--- src/common/alif_map.svh ---
// Register offsets, field positions, reset values and timing counts of the axis limit/index block
`ifndef ALIF_MAP_SVH
`define ALIF_MAP_SVH

// ----------------------------------------
// Register byte offsets
// ----------------------------------------
`define ALIF_OFS_ENV1 5'h00
`define ALIF_OFS_ENV2 5'h04
`define ALIF_OFS_ENV3 5'h08
`define ALIF_OFS_SUBST 5'h0C
`define ALIF_OFS_EXTST 5'h10
`define ALIF_OFS_CMD 5'h14
`define ALIF_OFS_MSTAT 5'h18
`define ALIF_OFS_MPOS 5'h1C

// ----------------------------------------
// Field positions
// ----------------------------------------
`define ALIF_ELM_BIT 3
`define ALIF_FLTR_BIT 26
`define ALIF_EZL_BIT 12
`define ALIF_EZD_LSB 0
`define ALIF_EZD_MSB 3
`define ALIF_POSLIM_BIT 12
`define ALIF_NEGLIM_BIT 13
`define ALIF_ORG_BIT 8
`define ALIF_INDEX_BIT 10
`define ALIF_CMD_OPC_MSB 7
`define ALIF_CMD_HS_BIT 8
`define ALIF_MST_BUSY_BIT 0
`define ALIF_MST_NSTOP_BIT 1
`define ALIF_MST_BADOP_BIT 2
`define ALIF_MST_CNT_LSB 4
`define ALIF_MST_CNT_MSB 8

// ----------------------------------------
// Operation codes
// ----------------------------------------
`define ALIF_OP_FEED_POS 8'h20
`define ALIF_OP_FEED_NEG 8'h28
`define ALIF_OP_LEAVE_NEG 8'h22
`define ALIF_OP_LEAVE_POS 8'h2A
`define ALIF_OP_INDEX_POS 8'h24
`define ALIF_OP_INDEX_NEG 8'h2C
`define ALIF_OP_DIR_BIT 3

// ----------------------------------------
// Reset values and timing
// ----------------------------------------
`define ALIF_ENV_RESET 32'h00000000
`define ALIF_CLK_MHZ 200
`define ALIF_FILTER_NS 4000
`define ALIF_FILTER_CYC ((`ALIF_FILTER_NS * `ALIF_CLK_MHZ + 999) / 1000)

`endif

--- src/common/alif_pkg.sv ---
// Types shared by the axis limit/index block
package alif_pkg;

    // Kind of operation decoded from the operation code
    typedef enum logic [1:0] {
        ALIF_MD_NONE,
        ALIF_MD_FEED,
        ALIF_MD_LEAVE,
        ALIF_MD_INDEX
    } alif_mode_t;

    // Limit pair, positive and negative
    typedef struct packed {
        logic pos;
        logic neg;
    } alif_limit_t;

    // Commands toward the pulse generator
    typedef struct packed {
        logic run;
        logic dir_neg;
        logic high_speed;
        logic stop_now;
        logic stop_decel;
    } alif_drive_t;

endpackage

--- src/core/alif_filter.sv ---
// Glitch filter for one synchronised sensor level
`timescale 1ns/1ps
`include "alif_map.svh"

module alif_filter (
    // Clock and reset
    input wire logic ref_clk,
    input wire logic rst_n,
    // Level in, enable, filtered level out
    input wire logic level_in,
    input wire logic filter_en,
    output logic level_out
);

    logic [9:0] stable_reg;

    // ----------------------------------------
    // Level follows input once it held long enough
    // ----------------------------------------
    always_ff @(posedge ref_clk or negedge rst_n) begin
        if (!rst_n) begin
            level_out <= 1'b0;
            stable_reg <= 10'h000;
        end else if (!filter_en || level_in == level_out) begin
            level_out <= level_in;
            stable_reg <= 10'h000;
        end else if (stable_reg == 10'((`ALIF_FILTER_CYC) - 1)) begin
            level_out <= level_in; // RULE12
            stable_reg <= 10'h000;
        end else begin
            stable_reg <= stable_reg + 10'h001;
        end
    end
endmodule

--- src/core/alif_index.sv ---
// Counts selected edges of the index input against a target
`timescale 1ns/1ps

module alif_index (
    // Clock and reset
    input wire logic ref_clk,
    input wire logic rst_n,
    // Control
    input wire logic index_level,
    input wire logic rising_sel,
    input wire logic count_clear,
    input wire logic count_en,
    input wire logic [3:0] target_m1,
    // Result
    output logic [4:0] index_count,
    output logic index_reached
);

    logic prev_reg;
    logic edge_seen;

    // Edge of the chosen polarity
    assign edge_seen = rising_sel ? (index_level & ~prev_reg) : (~index_level & prev_reg); // RULE17
    assign index_reached = (index_count == ({1'b0, target_m1} + 5'h01)); // RULE13 RULE15

    // ----------------------------------------
    // Edge history
    // ----------------------------------------
    always_ff @(posedge ref_clk or negedge rst_n) begin
        if (!rst_n) begin
            prev_reg <= 1'b0;
        end else begin
            prev_reg <= index_level;
        end
    end

    // ----------------------------------------
    // Edge counter
    // ----------------------------------------
    always_ff @(posedge ref_clk or negedge rst_n) begin
        if (!rst_n) begin
            index_count <= 5'h00;
        end else if (count_clear) begin
            index_count <= 5'h00; // RULE20
        end else if (count_en && edge_seen && !index_reached) begin
            index_count <= index_count + 5'h01;
        end
    end
endmodule

--- src/core/alif_top.sv ---
// Axis feed-to-limit, leave-limit and index-count logic with Avalon-MM registers
`timescale 1ns/1ps
`include "alif_map.svh"

// How it works
// RULE1 - Code 20h feeds positive to limit, stops
// RULE2 - Code 28h feeds negative to limit, stops
// RULE3 - Code 22h moves positive off negative limit
// RULE4 - Code 2Ah moves negative off positive limit
// RULE5 - Feed start at active limit: no run
// RULE6 - Feed stops when either limit activates
// RULE7 - Leave start with limits clear: no run
// RULE8 - Leave stops once both limits clear
// RULE9 - Polarity pin low: active high limits
// RULE10 - Limit stop bit: immediate or decelerate
// RULE11 - Sub status bits 12,13 show limits
// RULE12 - Filter bit drops pulses under four microseconds
// RULE13 - Codes 24h/2Ch feed until count+1 edges
// RULE14 - Index stop: immediate constant, decel high
// RULE15 - Four-bit count field holds target minus one
// RULE16 - Host uses constant speed for index feeds
// RULE17 - Edge select bit: falling or rising
// RULE18 - Extension status bit 10 shows index
// RULE19 - Position counter tracks true axis position
// RULE20 - Index counter cleared at index start
module alif_top
    import alif_pkg::*;
(
    // Clock and reset
    input wire logic ref_clk,
    input wire logic rst_n,
    // Avalon-MM slave
    input wire logic [4:0] avs_address,
    input wire logic avs_read,
    input wire logic avs_write,
    input wire logic [31:0] avs_writedata,
    input wire logic [3:0] avs_byteenable,
    output logic [31:0] avs_readdata,
    output logic avs_waitrequest,
    // Sensor pins
    input wire logic end_limit_input_pos,
    input wire logic end_limit_input_neg,
    input wire logic origin_input,
    input wire logic encoder_index_input,
    input wire logic limit_polarity_pin,
    // Software limit levels from the position compare logic
    input wire alif_limit_t soft_travel_limit,
    // Pulse generator side
    input wire logic gen_idle,
    input wire logic step_pulse,
    input wire logic step_dir_neg,
    output alif_drive_t drive
);

    typedef enum logic [1:0] {ST_IDLE, ST_RUN, ST_STOP} alif_state_t;

    logic [4:0] pin_sync1_reg;
    logic [4:0] pin_sync2_reg;
    logic lim_pos_raw;
    logic lim_neg_raw;
    alif_limit_t end_lim;
    logic origin_flt;
    logic [31:0] env1_reg;
    logic [31:0] env2_reg;
    logic [31:0] env3_reg;
    logic ack_reg;
    logic bus_take;
    logic wr_take;
    logic [31:0] rd_next;
    logic [27:0] mech_pos_reg;
    alif_state_t state_reg;
    alif_mode_t mode_reg;
    logic dir_neg_reg;
    logic high_speed_reg;
    logic normal_stop_reg;
    logic bad_op_reg;
    logic start_take;
    alif_mode_t start_mode;
    logic start_dir;
    logic start_hit;
    logic run_hit;
    logic run_done;
    logic run_decel;
    logic [4:0] idx_count;
    logic idx_reached;
    logic stop_set;

    // ----------------------------------------
    // Helper functions
    // ----------------------------------------

    // Operation code to kind
    function automatic alif_mode_t alif_decode(input logic [7:0] code);
        case (code)
            `ALIF_OP_FEED_POS, `ALIF_OP_FEED_NEG: alif_decode = ALIF_MD_FEED;
            `ALIF_OP_LEAVE_NEG, `ALIF_OP_LEAVE_POS: alif_decode = ALIF_MD_LEAVE;
            `ALIF_OP_INDEX_POS, `ALIF_OP_INDEX_NEG: alif_decode = ALIF_MD_INDEX;
            default: alif_decode = ALIF_MD_NONE;
        endcase
    endfunction

    // Limit of the pair that matters for a mode and direction
    function automatic logic alif_watch(input alif_mode_t md, input logic neg, input alif_limit_t lim);
        logic toward_neg;
        toward_neg = (md == ALIF_MD_LEAVE) ? ~neg : neg;
        alif_watch = toward_neg ? lim.neg : lim.pos;
    endfunction

    // Byte-lane merge for writable words
    function automatic logic [31:0] alif_merge(input logic [31:0] old, input logic [31:0] wd, input logic [3:0] be);
        logic [31:0] res;
        res = old;
        for (int i = 0; i < 4; i++) begin
            if (be[i]) begin
                res[i*8 +: 8] = wd[i*8 +: 8];
            end
        end
        alif_merge = res;
    endfunction

    // ----------------------------------------
    // Pin synchronisers
    // ----------------------------------------
    always_ff @(posedge ref_clk or negedge rst_n) begin
        if (!rst_n) begin
            pin_sync1_reg <= 5'h00;
            pin_sync2_reg <= 5'h00;
        end else begin
            pin_sync1_reg <= {limit_polarity_pin, encoder_index_input, origin_input,
                              end_limit_input_neg, end_limit_input_pos};
            pin_sync2_reg <= pin_sync1_reg;
        end
    end

    // Polarity pin high turns limits active low
    assign lim_pos_raw = pin_sync2_reg[0] ^ pin_sync2_reg[4]; // RULE9
    assign lim_neg_raw = pin_sync2_reg[1] ^ pin_sync2_reg[4]; // RULE9

    // ----------------------------------------
    // Limit and origin filters
    // ----------------------------------------
    alif_filter u_flt_pos (
        .ref_clk(ref_clk),
        .rst_n(rst_n),
        .level_in(lim_pos_raw),
        .filter_en(env1_reg[`ALIF_FLTR_BIT]),
        .level_out(end_lim.pos)
    );

    alif_filter u_flt_neg (
        .ref_clk(ref_clk),
        .rst_n(rst_n),
        .level_in(lim_neg_raw),
        .filter_en(env1_reg[`ALIF_FLTR_BIT]),
        .level_out(end_lim.neg)
    );

    alif_filter u_flt_org (
        .ref_clk(ref_clk),
        .rst_n(rst_n),
        .level_in(pin_sync2_reg[2]),
        .filter_en(env1_reg[`ALIF_FLTR_BIT]),
        .level_out(origin_flt)
    );

    // ----------------------------------------
    // Index edge counter
    // ----------------------------------------
    alif_index u_index (
        .ref_clk(ref_clk),
        .rst_n(rst_n),
        .index_level(pin_sync2_reg[3]),
        .rising_sel(env2_reg[`ALIF_EZL_BIT]),
        .count_clear(start_take && start_mode == ALIF_MD_INDEX),
        .count_en(state_reg == ST_RUN && mode_reg == ALIF_MD_INDEX),
        .target_m1(env3_reg[`ALIF_EZD_MSB:`ALIF_EZD_LSB]),
        .index_count(idx_count),
        .index_reached(idx_reached)
    );

    // ----------------------------------------
    // Bus handshake, one wait cycle per access
    // ----------------------------------------
    assign bus_take = (avs_read || avs_write) && !ack_reg;
    assign wr_take = avs_write && ack_reg;
    assign avs_waitrequest = (avs_read || avs_write) && !ack_reg;
    assign start_take = wr_take && avs_address == `ALIF_OFS_CMD && state_reg == ST_IDLE
                        && avs_byteenable[0];
    assign start_mode = alif_decode(avs_writedata[`ALIF_CMD_OPC_MSB:0]);
    assign start_dir = avs_writedata[`ALIF_OP_DIR_BIT];

    always_ff @(posedge ref_clk or negedge rst_n) begin
        if (!rst_n) begin
            ack_reg <= 1'b0;
        end else begin
            ack_reg <= bus_take;
        end
    end

    // Read mux, unmapped reads return zero
    always_comb begin
        rd_next = 32'h00000000;
        case (avs_address)
            `ALIF_OFS_ENV1: rd_next = env1_reg;
            `ALIF_OFS_ENV2: rd_next = env2_reg;
            `ALIF_OFS_ENV3: rd_next = env3_reg;
            `ALIF_OFS_SUBST: begin
                rd_next[`ALIF_POSLIM_BIT] = end_lim.pos; // RULE11
                rd_next[`ALIF_NEGLIM_BIT] = end_lim.neg; // RULE11
            end
            `ALIF_OFS_EXTST: begin
                rd_next[`ALIF_INDEX_BIT] = pin_sync2_reg[3]; // RULE18
                rd_next[`ALIF_ORG_BIT] = origin_flt;
            end
            `ALIF_OFS_CMD: begin
                rd_next[`ALIF_CMD_OPC_MSB:0] = {4'h2, dir_neg_reg, 3'h0} | {6'h00, mode_reg};
                rd_next[`ALIF_CMD_HS_BIT] = high_speed_reg;
            end
            `ALIF_OFS_MSTAT: begin
                rd_next[`ALIF_MST_BUSY_BIT] = (state_reg != ST_IDLE);
                rd_next[`ALIF_MST_NSTOP_BIT] = normal_stop_reg;
                rd_next[`ALIF_MST_BADOP_BIT] = bad_op_reg;
                rd_next[`ALIF_MST_CNT_MSB:`ALIF_MST_CNT_LSB] = idx_count;
            end
            `ALIF_OFS_MPOS: rd_next = {4'h0, mech_pos_reg};
            default: rd_next = 32'h00000000;
        endcase
    end

    // Read data captured while waitrequest is high
    always_ff @(posedge ref_clk or negedge rst_n) begin
        if (!rst_n) begin
            avs_readdata <= 32'h00000000;
        end else if (bus_take && avs_read) begin
            avs_readdata <= rd_next;
        end
    end

    // ----------------------------------------
    // Environment registers
    // ----------------------------------------
    always_ff @(posedge ref_clk or negedge rst_n) begin
        if (!rst_n) begin
            env1_reg <= `ALIF_ENV_RESET;
            env2_reg <= `ALIF_ENV_RESET;
            env3_reg <= `ALIF_ENV_RESET;
        end else if (wr_take) begin
            if (avs_address == `ALIF_OFS_ENV1) begin
                env1_reg <= alif_merge(env1_reg, avs_writedata, avs_byteenable);
            end
            if (avs_address == `ALIF_OFS_ENV2) begin
                env2_reg <= alif_merge(env2_reg, avs_writedata, avs_byteenable);
            end
            if (avs_address == `ALIF_OFS_ENV3) begin
                env3_reg <= alif_merge(env3_reg, avs_writedata, avs_byteenable);
            end
        end
    end

    // ----------------------------------------
    // Mechanical position counter
    // ----------------------------------------
    always_ff @(posedge ref_clk or negedge rst_n) begin
        if (!rst_n) begin
            mech_pos_reg <= 28'h0000000;
        end else if (step_pulse) begin
            // Counts every emitted pulse, including decel overrun
            mech_pos_reg <= step_dir_neg ? mech_pos_reg - 28'h0000001 : mech_pos_reg + 28'h0000001; // RULE19
        end
    end

    // ----------------------------------------
    // Limit evaluation
    // ----------------------------------------
    assign start_hit = alif_watch(start_mode, start_dir, end_lim)
                       || alif_watch(start_mode, start_dir, soft_travel_limit);
    assign run_hit = alif_watch(mode_reg, dir_neg_reg, end_lim)
                     || alif_watch(mode_reg, dir_neg_reg, soft_travel_limit);

    // Stop conditions while running
    always_comb begin
        run_done = 1'b0;
        run_decel = high_speed_reg; // RULE14
        case (mode_reg)
            ALIF_MD_FEED: begin
                run_done = run_hit; // RULE1 RULE2 RULE6
                if (alif_watch(mode_reg, dir_neg_reg, end_lim)) begin
                    run_decel = env1_reg[`ALIF_ELM_BIT]; // RULE10
                end
            end
            ALIF_MD_LEAVE: run_done = !run_hit; // RULE3 RULE4 RULE8
            ALIF_MD_INDEX: run_done = idx_reached; // RULE13
            default: run_done = 1'b1;
        endcase
    end

    // ----------------------------------------
    // Operation sequencer
    // ----------------------------------------
    always_ff @(posedge ref_clk or negedge rst_n) begin
        if (!rst_n) begin
            state_reg <= ST_IDLE;
            mode_reg <= ALIF_MD_NONE;
            dir_neg_reg <= 1'b0;
            high_speed_reg <= 1'b0;
        end else begin
            case (state_reg)
                ST_IDLE: begin
                    if (start_take && start_mode != ALIF_MD_NONE) begin
                        mode_reg <= start_mode;
                        dir_neg_reg <= start_dir;
                        high_speed_reg <= avs_writedata[`ALIF_CMD_HS_BIT];
                        if (start_mode == ALIF_MD_FEED && start_hit) begin
                            state_reg <= ST_IDLE; // RULE5
                        end else if (start_mode == ALIF_MD_LEAVE && !start_hit) begin
                            state_reg <= ST_IDLE; // RULE7
                        end else begin
                            state_reg <= ST_RUN;
                        end
                    end
                end
                ST_RUN: begin
                    if (run_done) begin
                        state_reg <= ST_STOP;
                    end
                end
                ST_STOP: begin
                    if (gen_idle) begin
                        state_reg <= ST_IDLE;
                    end
                end
                default: state_reg <= ST_IDLE;
            endcase
        end
    end

    // Normal stop seen at a refused start or end of a run
    assign stop_set = (start_take && start_mode == ALIF_MD_FEED && start_hit)
                      || (start_take && start_mode == ALIF_MD_LEAVE && !start_hit)
                      || (state_reg == ST_STOP && gen_idle);

    // ----------------------------------------
    // Status flags, set wins over clear
    // ----------------------------------------
    always_ff @(posedge ref_clk or negedge rst_n) begin
        if (!rst_n) begin
            normal_stop_reg <= 1'b0;
            bad_op_reg <= 1'b0;
        end else begin
            if (stop_set) begin
                normal_stop_reg <= 1'b1; // RULE5 RULE7
            end else if (start_take || (wr_take && avs_address == `ALIF_OFS_MSTAT
                         && avs_writedata[`ALIF_MST_NSTOP_BIT])) begin
                normal_stop_reg <= 1'b0;
            end
            if (start_take && start_mode == ALIF_MD_NONE) begin
                bad_op_reg <= 1'b1;
            end else if (start_take || (wr_take && avs_address == `ALIF_OFS_MSTAT
                         && avs_writedata[`ALIF_MST_BADOP_BIT])) begin
                bad_op_reg <= 1'b0;
            end
        end
    end

    // ----------------------------------------
    // Drive outputs toward the pulse generator
    // ----------------------------------------
    always_ff @(posedge ref_clk or negedge rst_n) begin
        if (!rst_n) begin
            drive <= '0;
        end else begin
            drive.run <= (state_reg == ST_RUN) && !run_done;
            drive.dir_neg <= dir_neg_reg;
            drive.high_speed <= high_speed_reg;
            drive.stop_now <= (state_reg == ST_RUN) && run_done && !run_decel; // RULE10 RULE14
            drive.stop_decel <= (state_reg == ST_RUN) && run_done && run_decel; // RULE10 RULE14
        end
    end
endmodule

--- config.mk ---
export PLATFORM = sky130hd
export DESIGN_NAME = alif_top
export DESIGN_NICKNAME = d
export VERILOG_FILES = /design/src/common/alif_pkg.sv /design/src/core/alif_filter.sv /design/src/core/alif_index.sv /design/src/core/alif_top.sv
export VERILOG_INCLUDE_DIRS = /design/src /design/src/common
export SDC_FILE = /design/constraint.sdc
export NUM_CORES = 1
export LEC_CHECK = 0
export BUFFER_PORTS_ARGS = -buffer_cell sky130_fd_sc_hd__buf_2
export CAP_MARGIN = 15
export CORE_ASPECT_RATIO = 0.5
export CORE_MARGIN = 4
export CORE_UTILIZATION = 35
export CTS_BUF_LIST = sky130_fd_sc_hd__clkbuf_4 sky130_fd_sc_hd__clkbuf_8 sky130_fd_sc_hd__clkbuf_16
export CTS_CLUSTER_DIAMETER = 40
export DETAILED_ROUTE_END_ITERATION = 16
export PLACE_DENSITY_LB_ADDON = 0.12
export SYNTH_ARGS = -nofsm -noshare
export SYNTH_HDL_FRONTEND = slang
export SYNTH_HIERARCHICAL = 1
export SYNTH_SLANG_ARGS = --single-unit
--- constraint.sdc ---
create_clock -name ref_clk -period 3.5 [get_ports ref_clk]
set_input_delay 0.175 -clock ref_clk [delete_from_list [all_inputs] [get_ports ref_clk]]
set_output_delay 0.175 -clock ref_clk [all_outputs]
set_load 0.03 [all_outputs]
==> results by group <==
Power
  – Clock share of power: 35.8%
  – Tot Pwr: 8.451 mW
  – Cell area power density: 618.4 nW/um^2
  – Share of power burned in registers: 36.7%
  – Worst supply voltage drop on vdd: 0.3553 mV
  – Leakage power total: 6.263 nW
  – Internal Pwr Total: 5.660 mW
  – Switching part of the total: 33.03%
  – Total net switching power: 2.791 mW
  – Power share of the combinational group: 27.6%

Route
  – Vias/cell: 5.388
  – Via count: 8,658
  – WL/cell: 19.29 um
  – DRT iter0 DRCs: 621
  – Final wirelength: 31,000 um
  – DRC viols: 0
  – Count of nets left with antenna violations after detail routing: 0
  – First-pass detailed-route iteration total: 5

Clocking
  – Post-CTS Setup Repair Bufs: 0
  – Worst-skew pair later-pin latency: 0.54 ns
  – Root Buffer: sky130_fd_sc_hd__clkbuf_16
  – Sink Count: 219
  – Clock transition at the registers of the reported paths: 0.06 ns
  – CTS tree: built
  – Number of buffers added by the clock tree synthesis step: 28
  – Buffer levels on the longest clock path: 3
  – H-tree levels: 1

Global route
  – Overflow left after global routing: 0
  – Global-route wire length before repair: 50,340 um
  – Total routing resource utilization after global routing: 18.04%
  – Maximum number of pins on one net before global-route repair: 107
  – Initial antenna violation count: 1
  – Vias in the first global route: 8,905

Die
  – Y dimension of the die: 134.7 um
  – Starting density of the core: 35.51%
  – Die W: 261.4 um
  – Core region area: 31,660 um^2
  – Count of pins on the block boundary: 93
  – Number of standard-cell rows in the floorplan: 46
  – Area of the die: 35,220 um^2

STA
  – Max-slew violations: 0
  – Setup violators final: 0
  – Peak Freq: 366.7 MHz
  – Worst Slack Setup Final: 0.7730 ns
  – Slew at the pin with the worst max-slew slack: 0.9928 ns
  – Period minus WS final: 2.727 ns
  – Relative slew slack: 33.57%
  – Number of hold-slack violations in the final timing report: 0
  – Setup TNS: 0 ns
  – Period Utilization, post-route: 77.91%
  – RSZ-0062 raised after global routing: false
  – Fin Clk Skew: 0.009965 ns

Outcome
  – Status: complete, no violations

Placement
  – Placed cell count: 1,515
  – Dpl cell area: 12,270 um^2
  – PortBufs: 92
  – Global placement routability congestion: 0.8736
  – HPWL after DPL: 22,290 um
  – Worst slack at placement: 0.7155 ns

Logic synthesis
  – Mean Syn Cell Area: 11.11 um^2
  – Number of instances in the synthesized netlist: 1,012
  – Async set-reset flop share out of synthesis: 100.0%
  – Dominant register cell in the synthesized netlist: sky130_fd_sc_hd__dfrtp_1
  – Number of library cell types mapped by synthesis: 77
  – Post-synth design cell area: 11,240 um^2
  – Number of enable flip-flop cells after synthesis: 0
  – Synthesized flop and latch total: 219
  – Share of synthesized area occupied by flip-flops and latches: 48.75%
  – Number of warnings reported in the yosys synthesis log: 6
  – Net count after synthesis: 1,099

Worst setup path
  – Startpoint types: register
  – CP Data Required Time: 3.93 ns
  – Critical path cell sequence: inv_1 -> fa_1 -> and2b_1 -> o211ai_1 -> a31oi_4 -> nor3_2 -> o41a_1 -> o2111a_1 -> a221o_1
  – Maximum fanout encountered on the critical timing path: 4
  – Slowest CP cell: sky130_fd_sc_hd__o41a_1
  – Endpoint type of the worst setup path: register
  – Count of buffering cells on the critical path with inverters included: 1
  – Arrival time at the worst endpoint: 3.15 ns
  – Kind of cell with the highest combined delay on the critical path: compound AO/OA/AOI/OAI gates
  – Path type of the worst setup path: reg2reg
  – Worst stage delay on the critical path: 0.46 ns

Finish
  – Total Nets Final: 1,240
  – Post-route standard cell area excluding fillers: 13,670 um^2
  – Area added between synthesis and finish: 21.58%
  – Final Non-Filler Cells: 1,607
  – Diodes inserted: 0
  – Fraction of final layout cells sized beyond drive strength 1: 22.64%

Worst hold path
  – Class of the worst hold path: in2reg

Run
  – Number of max-cap violations: 0
==> cells in the mapped netlist (4+ instances only) <==
cell type                  count  share of area (%)
sky130_fd_sc_hd__mux2i_1       9               0.80
sky130_fd_sc_hd__o21a_1        6               0.40
sky130_fd_sc_hd__a22o_1        6               0.47
sky130_fd_sc_hd__nor4_1        5               0.28
sky130_fd_sc_hd__xnor2_1      20                1.6
sky130_fd_sc_hd__nand4_1      17               0.95
sky130_fd_sc_hd__or4_1         7               0.47
sky130_fd_sc_hd__nor3_1       18               0.80
sky130_fd_sc_hd__o31ai_1      11               0.73
sky130_fd_sc_hd__clkbuf_1     37                1.2
sky130_fd_sc_hd__nor2b_1       4               0.22
sky130_fd_sc_hd__o31ai_4       4               0.76
sky130_fd_sc_hd__a222oi_1     21                1.9
sky130_fd_sc_hd__ha_1         31                3.5
sky130_fd_sc_hd__mux2_1       48                4.8
sky130_fd_sc_hd__nand2_1      71                2.4
sky130_fd_sc_hd__nor3b_1       8               0.53
sky130_fd_sc_hd__a21oi_1      59                2.6
sky130_fd_sc_hd__nand2b_1     13               0.72
sky130_fd_sc_hd__xor2_1       18                1.4
sky130_fd_sc_hd__nor2_1       58                1.9
sky130_fd_sc_hd__nor3_2        4               0.36
sky130_fd_sc_hd__and3_1        4               0.22
sky130_fd_sc_hd__inv_1        24               0.80
sky130_fd_sc_hd__o21ai_1      15               0.67
sky130_fd_sc_hd__dfrtp_1     219                 49
sky130_fd_sc_hd__o21ai_0      21               0.93
sky130_fd_sc_hd__a22oi_1      15                1.0
sky130_fd_sc_hd__nand3_1      35                1.6
sky130_fd_sc_hd__or3_1         9               0.50
sky130_fd_sc_hd__a221oi_1      5               0.39
sky130_fd_sc_hd__o21bai_1      4               0.27
sky130_fd_sc_hd__a21o_1       34                2.3
sky130_fd_sc_hd__mux2_2       72                7.2
sky130_fd_sc_hd__a211oi_1     17                1.1
==> metal layers <==
metal / global-route usage [%] / vias up / routed length [um]
li1: - / 4109 / -
met1: 24.57 / 4354 / 14270
met2: 30.19 / 145 / 14880
met3: 3.204 / 48 / 1185
met4: 4.412 / 2 / 654
met5: 0 / - / 13
==> cells in the final DEF (no fill, tap or decap), types with 5 or more instances in the layout <==
cell and count:
sky130_fd_sc_hd__or4_1 7, sky130_fd_sc_hd__nor2_1 57, sky130_fd_sc_hd__a211oi_1 17, sky130_fd_sc_hd__nand3_1 35, sky130_fd_sc_hd__mux2_1 48, sky130_fd_sc_hd__nand2b_1 13, sky130_fd_sc_hd__nor3_2 5, sky130_fd_sc_hd__o21ai_1 15
sky130_fd_sc_hd__nand4_1 17, sky130_fd_sc_hd__buf_4 19, sky130_fd_sc_hd__xnor2_1 20, sky130_fd_sc_hd__nand2_1 71, sky130_fd_sc_hd__dlygate4sd3_1 40, sky130_fd_sc_hd__o31ai_1 11, sky130_fd_sc_hd__inv_1 24, sky130_fd_sc_hd__a22oi_1 15
sky130_fd_sc_hd__dfrtp_1 219, sky130_fd_sc_hd__a222oi_1 21, sky130_fd_sc_hd__a22o_1 6, sky130_fd_sc_hd__a21o_1 34, sky130_fd_sc_hd__xor2_1 18, sky130_fd_sc_hd__or3_1 9, sky130_fd_sc_hd__a221oi_1 5, sky130_fd_sc_hd__mux2i_1 9
sky130_fd_sc_hd__clkinv_4 5, sky130_fd_sc_hd__nor3b_1 8, sky130_fd_sc_hd__o21a_1 6, sky130_fd_sc_hd__o21ai_0 21, sky130_fd_sc_hd__buf_2 91, sky130_fd_sc_hd__clkinvlp_4 5, sky130_fd_sc_hd__ha_1 31, sky130_fd_sc_hd__nor3_1 17
sky130_fd_sc_hd__mux2_2 72, sky130_fd_sc_hd__a21oi_1 59, sky130_fd_sc_hd__clkbuf_16 29
==> cell type report <==
cell class / count / area [um^2]
clock buffer: 32 / 767.0
clock inverter: 20 / 227.7
fill: 3037 / 17990
inverter: 24 / 90.09
multi-input combinational: 728 / 5528
sequential: 219 / 5480
tap: 432 / 540.5
timing repair buffer: 152 / 1033
==> path summary, 6_finish.rpt <==
check                      cells past startpoint              from               end  slack [ns]
setup / recovery                               9   mech_pos_reg[0]  mech_pos_reg[22]        0.77
hold / removal                                 3         avs_write           ack_reg        0.04
setup reg to reg                               9   mech_pos_reg[0]  mech_pos_reg[22]        0.77
hold reg to reg                                0  pin_sync1_reg[0]  pin_sync2_reg[0]        0.35
max in group asynchronous                      3             rst_n  pin_sync1_reg[2]        2.25
min in group asynchronous                      2             rst_n  mech_pos_reg[20]        0.27
==> power groups by stage <==
stage | Combinational (mW) | Clock (mW) | Sequential (mW)
floorplan | 1.74 | 0 | 3.03
global route | 2.59 | 3.23 | 3.14
CTS | 2.33 | 3.12 | 3.11
detailed placement | 2.28 | 0 | 3.15
global placement | 2.25 | 0 | 3.14
finish | 2.33 | 3.02 | 3.10
==> what timing repair did <==
action,4_1_cts,5_1_grt
hold endpoints to repair,206,0
hold buffers,40,0
gates resized for setup,0,0
==> tightest hold or removal path: stages <==
cell and delay (ns):
sky130_fd_sc_hd__buf_2 0.18, sky130_fd_sc_hd__nor2_1 0.13, sky130_fd_sc_hd__nor2_1 0.06
==> stage by stage <==
| step | hold slack, ns | utilization [%] |
|---|---|---|
| after floorplan | -0.1206 | - |
| after global placement | 0.2847 | 38.77 |
| after detailed placement | 0.2859 | 38.77 |
| after CTS | 0.01257 | 43.17 |
| after global routing | 0.06605 | 43.17 |
| final | 0.04247 | 43.17 |
==> cell families after synthesis <==
logic type,share of synthesized area (%)
simple gates,12.73
compound gates,16.91
flops,48.75
mux,12.82
buf+inv,2.193
xor+xnor,2.961
fa+ha+maj,3.629
Note: power is estimated with default switching activity, not from simulation.
